$ cat src/thermal_throttle_cfg.svh
`ifndef THERMAL_THROTTLE_CFG_SVH
`define THERMAL_THROTTLE_CFG_SVH

// core clock rate in MHz (4 ns period)
`define TTC_CLK_MHZ       250
// hysteresis hold after the die cools, in ns
`define TTC_HYST_NS       10000
`define TTC_HYST_CYC      ((`TTC_HYST_NS * `TTC_CLK_MHZ) / 1000)
// frequency switch time, in ns (rounded up to whole cycles)
`define TTC_FSW_NS        5000
`define TTC_FSW_CYC       (((`TTC_FSW_NS * `TTC_CLK_MHZ) + 999) / 1000)
// dwell per voltage-id step, in ns (rounded up)
`define TTC_VSTEP_NS      1000
`define TTC_VSTEP_CYC     (((`TTC_VSTEP_NS * `TTC_CLK_MHZ) + 999) / 1000)
// longest clock-off interval under thermal control, in ns (rounded down)
`define TTC_OFF_MAX_NS    3000
`define TTC_OFF_MAX_CYC   ((`TTC_OFF_MAX_NS * `TTC_CLK_MHZ) / 1000)
// width of all down-counting timers
`define TTC_TMR_W         12
// cycles per eighth of a modulation period
`define TTC_SLOT_CYC      64
`define TTC_SLOT_W        6
// factory on-time in eighths (50 percent)
`define TTC_FACTORY_ON    3'h4
// clock duty modulation control fields
`define CDM_EN_BIT        4
`define CDM_DUTY_MSB      3
`define CDM_DUTY_LSB      1
`define CDM_RESET         64'h0000000000000000
// ratio and voltage select reset values
`define RVS_RATIO_RESET   6'h10
`define RVS_VID_RESET     6'h20

`endif

$ cat src/thermal_throttle_pkg.sv
package thermal_throttle_pkg;

  // frequency / voltage sequencer of the second thermal monitor mode
  typedef enum logic [5:0] {
    ST_NORMAL    = 6'h01,
    ST_FREQ_DOWN = 6'h02,
    ST_VID_DOWN  = 6'h04,
    ST_LOW       = 6'h08,
    ST_VID_UP    = 6'h10,
    ST_FREQ_UP   = 6'h20
  } fv_state_t;

  typedef struct packed {
    logic       clk_en;
    logic [5:0] slot;
    logic [2:0] eighth;
  } duty_state_t;

  typedef struct packed {
    logic       hot_m;
    logic       hot_s;
    logic       hot_d;
    logic       irq_m;
    logic       irq_s;
    logic       irq_d;
    logic [11:0] hyst;
    fv_state_t  st;
    logic [11:0] tmr;
    logic [5:0] ratio;
    logic [5:0] voltage_id_code;
    logic [5:0] nom_ratio;
    logic [5:0] nom_vid;
    logic [5:0] req_ratio;
    logic [5:0] req_vid;
    logic       req_pend;
    logic       od_en;
    logic [2:0] od_duty;
    logic       ot_n;
    logic       ot_int;
    logic       irq_pend;
    logic       irq_del;
    logic       snoop_pend;
    logic       snoop_ack;
    logic       bus_block;
    logic       tcc_active;
    logic [63:0] cdm_rd;
  } ctl_state_t;

endpackage

$ cat src/duty_if.sv
`timescale 1ns/1ps
interface duty_if;
  logic       active;
  logic [2:0] on_eighths;
  logic       clk_en;
  modport ctrl (output active, output on_eighths, input clk_en);
  modport modu (input active, input on_eighths, output clk_en);
endinterface

$ cat src/duty_modulator.sv
`timescale 1ns/1ps
`include "thermal_throttle_cfg.svh"
module duty_modulator (
  input  wire logic sys_clk_i,
  input  wire logic sys_rst_i,
  duty_if.modu      dm
);
  thermal_throttle_pkg::duty_state_t r_ff;
  thermal_throttle_pkg::duty_state_t nxt_r;

  // eighths of a period: clocks run for the first on_eighths, then stop
  always_comb begin
    nxt_r = r_ff;
    if (!dm.active) begin
      nxt_r.slot   = '0;
      nxt_r.eighth = '0;
      nxt_r.clk_en = 1'b1;
    end else begin
      if (r_ff.slot == 6'(`TTC_SLOT_CYC - 1)) begin
        nxt_r.slot   = '0;
        nxt_r.eighth = r_ff.eighth + 3'h1;
      end else begin
        nxt_r.slot = r_ff.slot + 6'h01;
      end
      // off span is (8 - on) slots, at most 256 cycles for the factory duty
      nxt_r.clk_en = (nxt_r.eighth < dm.on_eighths);
    end
  end

  always_ff @(posedge sys_clk_i) begin
    if (sys_rst_i) begin
      r_ff <= '{clk_en: 1'b1, slot: 6'h00, eighth: 3'h0};
    end else begin
      r_ff <= nxt_r;
    end
  end

  assign dm.clk_en = r_ff.clk_en;
endmodule

$ cat src/thermal_throttle_control.sv
`timescale 1ns/1ps
`include "thermal_throttle_cfg.svh"
module thermal_throttle_control (
  input  wire logic        sys_clk_i,
  input  wire logic        sys_rst_i,
  input  wire logic        die_hot_i,
  input  wire logic        tm1_enable_i,
  input  wire logic        tm2_enable_i,
  input  wire logic [5:0]  low_ratio_i,
  input  wire logic [5:0]  low_vid_i,
  input  wire logic        cdm_wr_i,
  input  wire logic [63:0] cdm_wdata_i,
  output logic      [63:0] cdm_rdata_o,
  input  wire logic        rvs_wr_i,
  input  wire logic [5:0]  rvs_ratio_i,
  input  wire logic [5:0]  rvs_vid_i,
  input  wire logic        ot_int_assert_en_i,
  input  wire logic        ot_int_deassert_en_i,
  input  wire logic        irq_edge_i,
  input  wire logic        snoop_req_i,
  output logic             snoop_ack_o,
  output logic             irq_pending_o,
  output logic             irq_deliver_o,
  output logic             core_clk_en_o,
  output logic             bus_block_o,
  output logic      [5:0]  bus_ratio_o,
  output logic      [5:0]  voltage_id_code_o,
  output logic             overtemp_indicator_n_o,
  output logic             overtemp_int_o,
  output logic             tcc_active_o
);
  thermal_throttle_pkg::ctl_state_t r_ff;
  thermal_throttle_pkg::ctl_state_t nxt_r;

  duty_if dm ();

  // thermal state seen through the synchronised sensor pin
  logic       engaged;
  logic       tcc1;

  // one-cycle strobes taken from the synchroniser tails
  logic       hot_rise;
  logic       hot_fall;
  logic       irq_rise;

  // on-demand on-time once the zero code is mapped
  logic [2:0] od_on;

  // one voltage-id table entry toward the target per call
  function automatic logic [5:0] step_toward(input logic [5:0] cur, input logic [5:0] tgt);
    logic [5:0] res;
    res = cur;
    if (cur < tgt) begin
      res = cur + 6'h01;
    end else if (cur > tgt) begin
      res = cur - 6'h01;
    end
    return res;
  endfunction

  // trip point lives in the sensor; no register exposes it
  assign engaged  = r_ff.hot_s | (r_ff.hyst != '0);
  assign tcc1     = tm1_enable_i & engaged;
  assign hot_rise = r_ff.hot_s & ~r_ff.hot_d;
  assign hot_fall = ~r_ff.hot_s & r_ff.hot_d;
  assign irq_rise = r_ff.irq_s & ~r_ff.irq_d;
  // code 000 has no on-time; it is run as the shortest on-time instead
  assign od_on    = (r_ff.od_duty == 3'h0) ? 3'h1 : r_ff.od_duty;

  // thermal control takes the modulator from on-demand mode
  assign dm.active     = tcc1 | r_ff.od_en;
  assign dm.on_eighths = tcc1 ? `TTC_FACTORY_ON : od_on;

  duty_modulator u_duty (
    .sys_clk_i (sys_clk_i),
    .sys_rst_i (sys_rst_i),
    .dm        (dm)
  );

  always_comb begin
    nxt_r = r_ff;

    // pin synchronisers; only the second stage is looked at
    nxt_r.hot_m = die_hot_i;
    nxt_r.hot_s = r_ff.hot_m;
    nxt_r.hot_d = r_ff.hot_s;

    // interrupt pin gets the same two stages and an edge tap
    nxt_r.irq_m = irq_edge_i;
    nxt_r.irq_s = r_ff.irq_m;
    nxt_r.irq_d = r_ff.irq_s;

    // hysteresis restarts on every hot cycle, so short cool dips never release
    if (r_ff.hot_s) begin
      nxt_r.hyst = `TTC_TMR_W'(`TTC_HYST_CYC);
    end else if (r_ff.hyst != '0) begin
      nxt_r.hyst = r_ff.hyst - `TTC_TMR_W'(1);
    end

    // over-temperature pin and its edge interrupts ignore the mode enables
    nxt_r.ot_n   = ~r_ff.hot_s;
    nxt_r.ot_int = (hot_rise & ot_int_assert_en_i) | (hot_fall & ot_int_deassert_en_i);

    // clock duty modulation control: only bits 4:1 are kept
    if (cdm_wr_i) begin
      nxt_r.od_en   = cdm_wdata_i[`CDM_EN_BIT];
      nxt_r.od_duty = cdm_wdata_i[`CDM_DUTY_MSB:`CDM_DUTY_LSB];
    end

    // readback rebuilt from the kept bits; reserved bits read zero
    nxt_r.cdm_rd = '0;
    nxt_r.cdm_rd[`CDM_EN_BIT] = nxt_r.od_en;
    nxt_r.cdm_rd[`CDM_DUTY_MSB:`CDM_DUTY_LSB] = nxt_r.od_duty;

    // ratio and voltage select writes are parked while the sequencer is busy
    if (rvs_wr_i) begin
      nxt_r.req_ratio = rvs_ratio_i;
      nxt_r.req_vid   = rvs_vid_i;
      nxt_r.req_pend  = 1'b1;
    end

    // shared step timer: counts down and parks at zero
    if (r_ff.tmr != '0) begin
      nxt_r.tmr = r_ff.tmr - `TTC_TMR_W'(1);
    end

    // frequency / voltage sequencer
    // order: normal, freq down, vid down, low, vid up, freq up
    // a new nominal point waits until the sequencer is back at normal
    case (r_ff.st)
      // normal point: take parked ratio writes, watch for heat
      thermal_throttle_pkg::ST_NORMAL: begin
        if (tm2_enable_i && r_ff.hot_s) begin
          nxt_r.st        = thermal_throttle_pkg::ST_FREQ_DOWN;
          nxt_r.ratio     = low_ratio_i;
          nxt_r.tmr       = `TTC_TMR_W'(`TTC_FSW_CYC);
          nxt_r.bus_block = 1'b1;
        end else begin
          // parked write applies only here, never mid-event
          if (r_ff.req_pend) begin
            nxt_r.nom_ratio = r_ff.req_ratio;
            nxt_r.nom_vid   = r_ff.req_vid;
            nxt_r.req_pend  = rvs_wr_i;
          end
          nxt_r.ratio = nxt_r.nom_ratio;
          nxt_r.voltage_id_code   = nxt_r.nom_vid;
        end
      end

      // bus blocked while the multiplier settles at the low ratio
      thermal_throttle_pkg::ST_FREQ_DOWN: begin
        if (r_ff.tmr == '0) begin
          nxt_r.st        = thermal_throttle_pkg::ST_VID_DOWN;
          nxt_r.bus_block = 1'b0;
          nxt_r.tmr       = `TTC_TMR_W'(`TTC_VSTEP_CYC);
        end
      end

      // low ratio reached; walk the voltage id down
      thermal_throttle_pkg::ST_VID_DOWN: begin
        // core keeps running while the regulator follows each step
        if (r_ff.voltage_id_code == low_vid_i) begin
          nxt_r.st = thermal_throttle_pkg::ST_LOW;
        end else if (r_ff.tmr == '0) begin
          nxt_r.voltage_id_code = step_toward(r_ff.voltage_id_code, low_vid_i);
          nxt_r.tmr = `TTC_TMR_W'(`TTC_VSTEP_CYC);
        end
      end

      // hold the low point until cool and hysteresis both expire
      thermal_throttle_pkg::ST_LOW: begin
        if (!engaged) begin
          nxt_r.st  = thermal_throttle_pkg::ST_VID_UP;
          nxt_r.tmr = `TTC_TMR_W'(`TTC_VSTEP_CYC);
        end
      end

      // voltage id goes back first so the nominal ratio is safe
      thermal_throttle_pkg::ST_VID_UP: begin
        // heat returning mid-climb heads back down at the same low ratio
        if (r_ff.hot_s) begin
          nxt_r.st = thermal_throttle_pkg::ST_VID_DOWN;
        end else if (r_ff.voltage_id_code == r_ff.nom_vid) begin
          nxt_r.st        = thermal_throttle_pkg::ST_FREQ_UP;
          nxt_r.ratio     = r_ff.nom_ratio;
          nxt_r.tmr       = `TTC_TMR_W'(`TTC_FSW_CYC);
          nxt_r.bus_block = 1'b1;
        end else if (r_ff.tmr == '0) begin
          nxt_r.voltage_id_code = step_toward(r_ff.voltage_id_code, r_ff.nom_vid);
          nxt_r.tmr = `TTC_TMR_W'(`TTC_VSTEP_CYC);
        end
      end

      // nominal ratio restored behind a second bus block
      thermal_throttle_pkg::ST_FREQ_UP: begin
        if (r_ff.tmr == '0) begin
          nxt_r.st        = thermal_throttle_pkg::ST_NORMAL;
          nxt_r.bus_block = 1'b0;
        end
      end

      // unreachable codes fall back to the normal point
      default: begin
        nxt_r.st        = thermal_throttle_pkg::ST_NORMAL;
        nxt_r.bus_block = 1'b0;
      end
    endcase

    // any state off the normal point counts as thermal control
    nxt_r.tcc_active = tcc1 | (nxt_r.st != thermal_throttle_pkg::ST_NORMAL);

    // snoops are answered through clock modulation, but not during a switch
    nxt_r.snoop_ack = 1'b0;
    if (snoop_req_i) begin
      nxt_r.snoop_pend = 1'b1;
    end
    if (r_ff.snoop_pend && !r_ff.bus_block) begin
      nxt_r.snoop_ack  = 1'b1;
      nxt_r.snoop_pend = snoop_req_i;
    end

    // interrupts wait for clocks-on and an open bus; a new edge beats the clear
    nxt_r.irq_del = 1'b0;
    if (r_ff.irq_pend && dm.clk_en && !r_ff.bus_block) begin
      nxt_r.irq_del  = 1'b1;
      nxt_r.irq_pend = 1'b0;
    end
    if (irq_rise) begin
      nxt_r.irq_pend = 1'b1;
    end
  end

  // reset image of the whole state; one assignment avoids overlapping field writes
  localparam thermal_throttle_pkg::ctl_state_t ctl_reset = '{
    hot_m:      1'b0,
    hot_s:      1'b0,
    hot_d:      1'b0,
    irq_m:      1'b0,
    irq_s:      1'b0,
    irq_d:      1'b0,
    hyst:       12'h000,
    st:         thermal_throttle_pkg::ST_NORMAL,
    tmr:        12'h000,
    ratio:      `RVS_RATIO_RESET,
    voltage_id_code:        `RVS_VID_RESET,
    nom_ratio:  `RVS_RATIO_RESET,
    nom_vid:    `RVS_VID_RESET,
    req_ratio:  6'h00,
    req_vid:    6'h00,
    req_pend:   1'b0,
    od_en:      1'b0,
    od_duty:    3'h0,
    ot_n:       1'b1,
    ot_int:     1'b0,
    irq_pend:   1'b0,
    irq_del:    1'b0,
    snoop_pend: 1'b0,
    snoop_ack:  1'b0,
    bus_block:  1'b0,
    tcc_active: 1'b0,
    cdm_rd:     `CDM_RESET
  };

  // one register for all state, synchronous reset
  always_ff @(posedge sys_clk_i) begin
    if (sys_rst_i) begin
      r_ff <= ctl_reset;
    end else begin
      r_ff <= nxt_r;
    end
  end

  // outputs come straight from registers
  assign cdm_rdata_o            = r_ff.cdm_rd;
  assign snoop_ack_o            = r_ff.snoop_ack;
  assign irq_pending_o          = r_ff.irq_pend;
  assign irq_deliver_o          = r_ff.irq_del;
  assign core_clk_en_o          = dm.clk_en;
  assign bus_block_o            = r_ff.bus_block;
  assign bus_ratio_o            = r_ff.ratio;
  assign voltage_id_code_o      = r_ff.voltage_id_code;
  assign overtemp_indicator_n_o = r_ff.ot_n;
  assign overtemp_int_o         = r_ff.ot_int;
  assign tcc_active_o           = r_ff.tcc_active;
endmodule

$ cat config.mk
export PLATFORM = sky130hd
export DESIGN_NAME = thermal_throttle_control
export DESIGN_NICKNAME = d
export VERILOG_FILES = /design/src/thermal_throttle_pkg.sv /design/src/duty_if.sv /design/src/duty_modulator.sv /design/src/thermal_throttle_control.sv
export VERILOG_INCLUDE_DIRS = /design/src
export SDC_FILE = /design/constraint.sdc
export NUM_CORES = 1
export LEC_CHECK = 0
export ABC_AREA = 1
export BUFFER_PORTS_ARGS = -buffer_cell sky130_fd_sc_hd__buf_2
export CAP_MARGIN = 20
export CORE_ASPECT_RATIO = 1.5
export CORE_MARGIN = 4
export CORE_UTILIZATION = 30
export CTS_CLUSTER_DIAMETER = 150
export DETAILED_ROUTE_END_ITERATION = 8
export PLACE_DENSITY_LB_ADDON = 0.1
export SYNTH_ARGS = -nofsm -noshare
export SYNTH_HDL_FRONTEND = slang
export SYNTH_SLANG_ARGS = --single-unit
$ cat constraint.sdc
create_clock -name sys_clk_i -period 1.95 [get_ports sys_clk_i]
set_input_delay 0.4875 -clock sys_clk_i [delete_from_list [all_inputs] [get_ports sys_clk_i]]
set_output_delay 0.4875 -clock sys_clk_i [all_outputs]
set_load 0.005 [all_outputs]
---- Word-level counts from Yosys, hierarchy flattened ----
Index checks and enable logic that the tools add are counted.
cells by class
  add/sub/neg operators ................... 6
  order comparisons ....................... 5
  equality and inequality tests ........... 21
  multiplexer cells ....................... 48
  bitwise operators ....................... 16
  reduce and logical (&&, ||, !) cells .... 23
operators by type and width
  kind                   number
  $mux 12                7
  $mux 6                 14
  $mux 18                4
  $pmux 12 s5            1
  $pmux 6 s6             1
  $mux 24                1
  $reduce_bool 12->1     2
  $sub 12x1->12 const B  2
  $pmux 6 s3             1
  $ne 2x2->1 const B     8
  $add 6x1->6 const B    2
  $eq 6x6->1             2
  $eq 6x6->1 const B     2
  $gt 6x6->1             2
  $logic_not 12->1       1
  $lt 6x6->1             2
  $mux 3                 4
  $pmux 6 s2             1
  $mux 1                 10
  $reduce_and 9->1       1
  $reduce_bool 2->1      4
  $reduce_or 2->1        4
  $and 1x1->1            6
  $eq 6x1->1 const B     1
  other kinds (23)       36
storage, ports and cells
  bits in registers ....................... 159
  bits of input ports ..................... 99
  output and inout bits ................... 84

---- Logic depth before layout (Yosys ltp) ----
  word-level depth ........................ 7
  depth in mapped cells ................... 13

---- By module ----
Synthesis repeated with hierarchy kept, for this count alone.
unflattened totals
  cell total of the unflattened synthesis .. 894
  area total of the unflattened synthesis .. 6,058.3 sq um
by module, submodules not included
  module                    times used  cells each  area an instance (sq um)
  thermal_throttle_control  1           831         5,574.1
  duty_modulator            1           63          484.2

---- Worst setup path after synthesis ----
Ideal clock, no wire load.
  path kind ............................... reg-to-reg
  start point ............................. reg r_ff[113] (netlist bit)
  end point ............................... reg r_ff[113] (netlist bit)
  library setup time ...................... 0.132 ns
  arrival time ............................ 1.810 ns
  required time ........................... 1.818 ns
  path slack .............................. 0.008 ns
  stages on the path, launching flop included .. 13
  path buffers ............................ 1
  path through ............................ dfxtp_1 inv_1 ha_1 nand3_2 nor2_2 nand2_1 buf_2 ha_1 inv_1 o21ai_0 o21ai_0 nor2_1 a21oi_1
between the ends
  cells in the longest elaborated chain, start to end .. 6
  elaborated cells between the ends (all ways) .. 12
  classes of those cells .................. add/sub: 1; mux: 9; reduce/logical: 2
ends and longest elaborated chain
  item                                                        RTL line                                                          RTL
  start, declared                                             thermal_throttle_control.sv:32                                    thermal_throttle_pkg::ctl_state_t r_ff;
  start signal, assigned                                      thermal_throttle_control.sv:267                                   r_ff <= ctl_reset;
  start signal, assigned                                      thermal_throttle_control.sv:269                                   r_ff <= nxt_r;
  $sub 12x1->12 / $reduce_bool 12->1 (equally long branches)  thermal_throttle_control.sv:124, thermal_throttle_control.sv:123
  $mux 12                                                     thermal_throttle_control.sv:123                                   if (r_ff.tmr != '0) begin
  $mux 12                                                     thermal_throttle_control.sv:164, thermal_throttle_control.sv:188
  $mux 12                                                     thermal_throttle_control.sv:183                                   end else if (r_ff.voltage_id_code == r_ff.nom_vid) begin
  $mux 24                                                     thermal_throttle_control.sv:181                                   if (r_ff.hot_s) begin
  $pmux 12 s5 *                                               thermal_throttle_control.sv:130                                   case (r_ff.st)
Every way passes the cells marked *; elsewhere a longest branch is shown, timed or not. The select of a mux whose other input is x is not followed.
A chain may end at the register's enable or synchronous reset.

---- Worst setup path in the final report ----
  start point ............................. reg r_ff (netlist bit voltage_id_code_o[0])
  end point ............................... reg r_ff (netlist bit voltage_id_code_o[4])
between the ends
  cells in the longest elaborated chain, start to end .. 7
  elaborated cells between the ends (all ways) .. 23
  classes of those cells .................. add/sub: 2; order compare: 4; eq/ne: 6; mux: 10; reduce/logical: 1
ends and longest elaborated chain
  item         RTL line                         RTL
  $sub 6x1->6  thermal_throttle_control.sv:56   res = cur - 6'h01;
  $mux 6       thermal_throttle_control.sv:55   end else if (cur > tgt) begin
  $mux 6       thermal_throttle_control.sv:53   if (cur < tgt) begin
  $mux 6       thermal_throttle_control.sv:188  end else if (r_ff.tmr == '0) begin
  $mux 6       thermal_throttle_control.sv:183
  $mux 24      thermal_throttle_control.sv:181
  $pmux 6 s3   thermal_throttle_control.sv:130
Several ways; a longest one is shown, not always the timed one. The select of a mux whose other input is x is not followed.

==> metrics.txt <==
antenna violations before repair=0; kind of path behind the tightest hold check=primary input to flop; Residual DRC=0; root buffer selected by CTS=clkbuf_16; share of flip-flops with an asynchronous set or reset after synthesis=0; slowest cell on the critical path=dfxtp_1; complex-gate fraction of the synthesized area=0.112; setup repair after global routing missed its margin=true; Nets=1055; vias in the first global route=5003; starting utilization of the core area=0.304; iteration-0 DRC count of the detailed router=203; maximum vdd ir drop=between 0.4 and 0.5 mV; P&R area growth vs syn=17.6%; max-cap violations=0; TritonCTS clock tree=built; filler instances=2117; number of inserted diodes=0; final number of hold-violating endpoints=0; Power Dens Cells=roughly 1100 mW/mm2; Worst Clk Skew=between 0.01 and 0.015 ns; Worst Path Arrival=a little over 2 ns; final estimated routing congestion in global placement=0.821; xor-xnor portion of the synthesized cell area=0.0271; count of state elements after synthesis=95; die outline width=122 um; fraction of final layout cells sized beyond drive strength 1=0.200; Detailed Routing Iterations Pass 1=4; Cell Chain, Critical Path=inv_1 > ha_1 > nand2_1 > inv_1 > nand2_1 > nand3_1 > nand2_1 > buf_4 > nand4_1 > nor2_2 > nor2_1; Clock Latency Late Sink=about 0.34 ns; global-route wire length before repair=between 20000 and 25000 um; Worst Setup Start Kind=flop; most used flip-flop cell after synthesis=dfxtp_1; average vias per placed instance=approximately 4.3; Synth Warn #=0; largest net degree at the start of global routing=38; post-synthesis instance area=~0.0058 mm2; Most common cell on crit path=nand2_1; run status=finished, final reports clean; portion of the post-synthesis area used by sequential elements=0.327; floorplan die height=about 180 um; highest attainable clock frequency=~0.56 GHz; number of buffers inserted by port buffering=between 60 and 70; Boundary Pins=between 150 and 200; clock-pin slew on the worst setup and hold paths=0.07 ns; data required time at the worst endpoint=roughly 2.2 ns; detailed-route wire length=15500 um; number of antenna-violating nets in the routed design=0; leakage component of the power=between 0.003 and 0.004 uW; total number of vias=slightly above 5000; final HPWL from detailed placement=between 10000 and 15000 um; number of pins with negative max-slew slack in the final report=0; Worst Hold Margin=about 0.34 ns; Crit Path Max Fanout=3; residual overflow from global routing=0; Num CTS Buffers=9; post-DR wirelength/cell=around 13 um; buffers inserted by post-CTS timing repair=0; total global-route track usage=0.144; Setup CP Type=flop to flop; minimum clock period after layout=between 1.5 and 2 ns; number of distinct standard cells referenced by the synthesized netlist=45; synthesized-area fraction occupied by and/or/nand/nor cells=0.297; FF/Latch Area=around 0.0019 mm2; placeable core region=0.0191 mm2; Critical Path Sink Type=flop; full die area=between 0.02 and 0.025 mm2; Mapped Avg Cell Area=about 6.9 um2; share of synthesized cell area in full adder, half adder and majority cells=0.0474; largest family of logic cells by synthesized area=simple AND/OR/NAND/NOR gates; overall power of the completed layout=7810 uW; CTS H-tree depth=3; area taken by multi-input logic gates=~0.0031 mm2; clock sinks=95; Post-synth EDFFs=0; FP Rows=between 60 and 70; number of endpoints failing setup at the final stage=0; number of standard cells after synthesis=about 850; CP max stage delay=about 0.33 ns; multiplexer area fraction after synthesis=0.00172; crit share post-route=0.923; worst-case clock buffer depth=2
state kept, by name (all words and copies together), names as in the netlist:
signal,flops
r_ff,61
u_duty.r_ff,9
bus_ratio_o,6
voltage_id_code_o,6
nxt_r,4
bus_block_o,1
cdm_rdata_o,1
irq_deliver_o,1
irq_pending_o,1
overtemp_indicator_n_o,1
overtemp_int_o,1
snoop_ack_o,1
tcc_active_o,1
u_duty.dm.clk_en,1
Yosys cell counts (3+ instances only):
cell / number / area, um2
a211oi_2: 4 / 50.1
a21oi_1: 42 / 210
buf_1: 3 / 11.3
buf_2: 7 / 35.0
buf_4: 77 / 578
clkbuf_1: 10 / 37.5
dfxtp_1: 95 / 1900
ha_1: 22 / 275
inv_1: 99 / 372
inv_2: 9 / 33.8
nand2_1: 167 / 627
nand2_2: 6 / 37.5
nand3_1: 57 / 285
nand3_2: 4 / 40.0
nand3b_1: 3 / 22.5
nand4_1: 15 / 93.8
nor2_1: 115 / 432
nor2_2: 4 / 25.0
nor2_4: 4 / 45.0
o211ai_1: 4 / 30.0
o21ai_0: 50 / 250
o21ai_1: 3 / 15.0
o22ai_1: 3 / 18.8
xnor2_1: 7 / 61.3
xor2_1: 11 / 96.3
metal layers:
| metal | share of wire | track usage | vias up |
|---|---|---|---|
| li1 | - | - | 2724 |
| met1 | 0.39 | 0.153 | 2310 |
| met2 | 0.55 | 0.278 | 91 |
| met3 | 0.035 | 0.0213 | 20 |
| met4 | 0.025 | 0.0593 | 0 |
| met5 | 0 | 0 | - |
cell usage in the layout, fill, tap and decap left out, types with 2 or more instances in the layout:
cell / Yosys / routed
nand2_1: 167 / 162
nor2_1: 115 / 108
inv_1: 99 / 99
dfxtp_1: 95 / 92
buf_2: 7 / 62
conb_1: 1 / 60
nand3_1: 57 / 56
buf_4: 77 / 52
o21ai_0: 50 / 50
a21oi_1: 42 / 42
ha_1: 22 / 20
nand4_1: 15 / 15
nand2_2: 6 / 10
nor2_2: 4 / 10
xor2_1: 11 / 10
inv_2: 9 / 9
clkbuf_16: 0 / 9
xnor2_1: 7 / 7
nand3_2: 4 / 5
nor2_4: 4 / 5
a211oi_2: 4 / 4
o211ai_1: 4 / 4
o21ai_1: 3 / 3
o22ai_1: 3 / 3
nand3b_1: 3 / 3
bufinv_16: 0 / 3
dfxtp_2: 0 / 3
nand2_4: 1 / 2
nor2_8: 2 / 2
nor3_1: 2 / 2
nor3b_1: 2 / 2
or2_2: 2 / 2
a31oi_1: 2 / 2
inv_6: 0 / 2
buf_12: 0 / 2
metrics by stage:
stage / util / instance area (um2) / setup slack, ns / setup TNS (ns) / std cells
6_report: 0.358 / 6830 / 0.150 / 0 / 1194
3_3_place_gp: 0.336 / 6420 / -0.129 / -1.06 / 1179
3_5_place_dp: 0.336 / 6420 / -0.133 / -1.23 / 1179
2_1_floorplan: - / 6030 / 0.00759 / 0 / 905
5_1_grt: 0.358 / 6830 / -0.0483 / -0.0793 / 1194
4_1_cts: 0.354 / 6760 / 0.0293 / 0 / 1194
critical path, delay by kind of cell (launching register included):
kind / cells / cell delay [ns]
buffers and inverters: 3 / 0.27
adder cells (fa/ha/maj): 1 / 0.29
flip-flops: 1 / 0.33
AND/OR/NAND/NOR: 7 / 0.79
final timing paths:
kind,start,to,slack (ns),depth (start not counted)
worst min-delay path,irq_edge_i,nxt_r[144],0.34,3
worst max register to register,voltage_id_code_o[0],voltage_id_code_o[4],0.15,11
worst min register to register,nxt_r[147],nxt_r[146],0.40,2
worst max-delay path,voltage_id_code_o[0],voltage_id_code_o[4],0.15,11
area by class of cell:
cell class | count | area share
Timing Repair Buffer | 116 | 0.108
Tap cell | 256 | 0.0469
Sequential cell | 95 | 0.279
Clock buffer | 9 | 0.0330
Inverter | 109 | 0.0599
Clock inverter | 6 | 0.0169
Multi-Input combinational cell | 603 | 0.456
what timing repair did:
item,in CTS,in global routing
hold buffers,0,0
gates resized for setup,2,19
pin swaps,0,3
endpoints found under the setup margin,5,30
logic make-up after synthesis:
| group | Yosys count |
|---|---|
| AND/OR/NAND/NOR | 387 |
| buffers and inverters | 207 |
| AO/OA/AOI/OAI | 115 |
| flip-flops | 95 |
| adder cells (fa/ha/maj) | 22 |
| XOR/XNOR | 18 |
| other | 1 |
| multiplexers | 1 |
power by group:
group / total, uW / switching [uW] / internal [uW] / leakage (uW)
registers: 2530 / 238 / 2290 / 0.000782
clock network: 2060 / 800 / 1260 / 0.000163
logic: 3230 / 1880 / 1350 / 0.00254
Power figures use the tool's default switching activity.
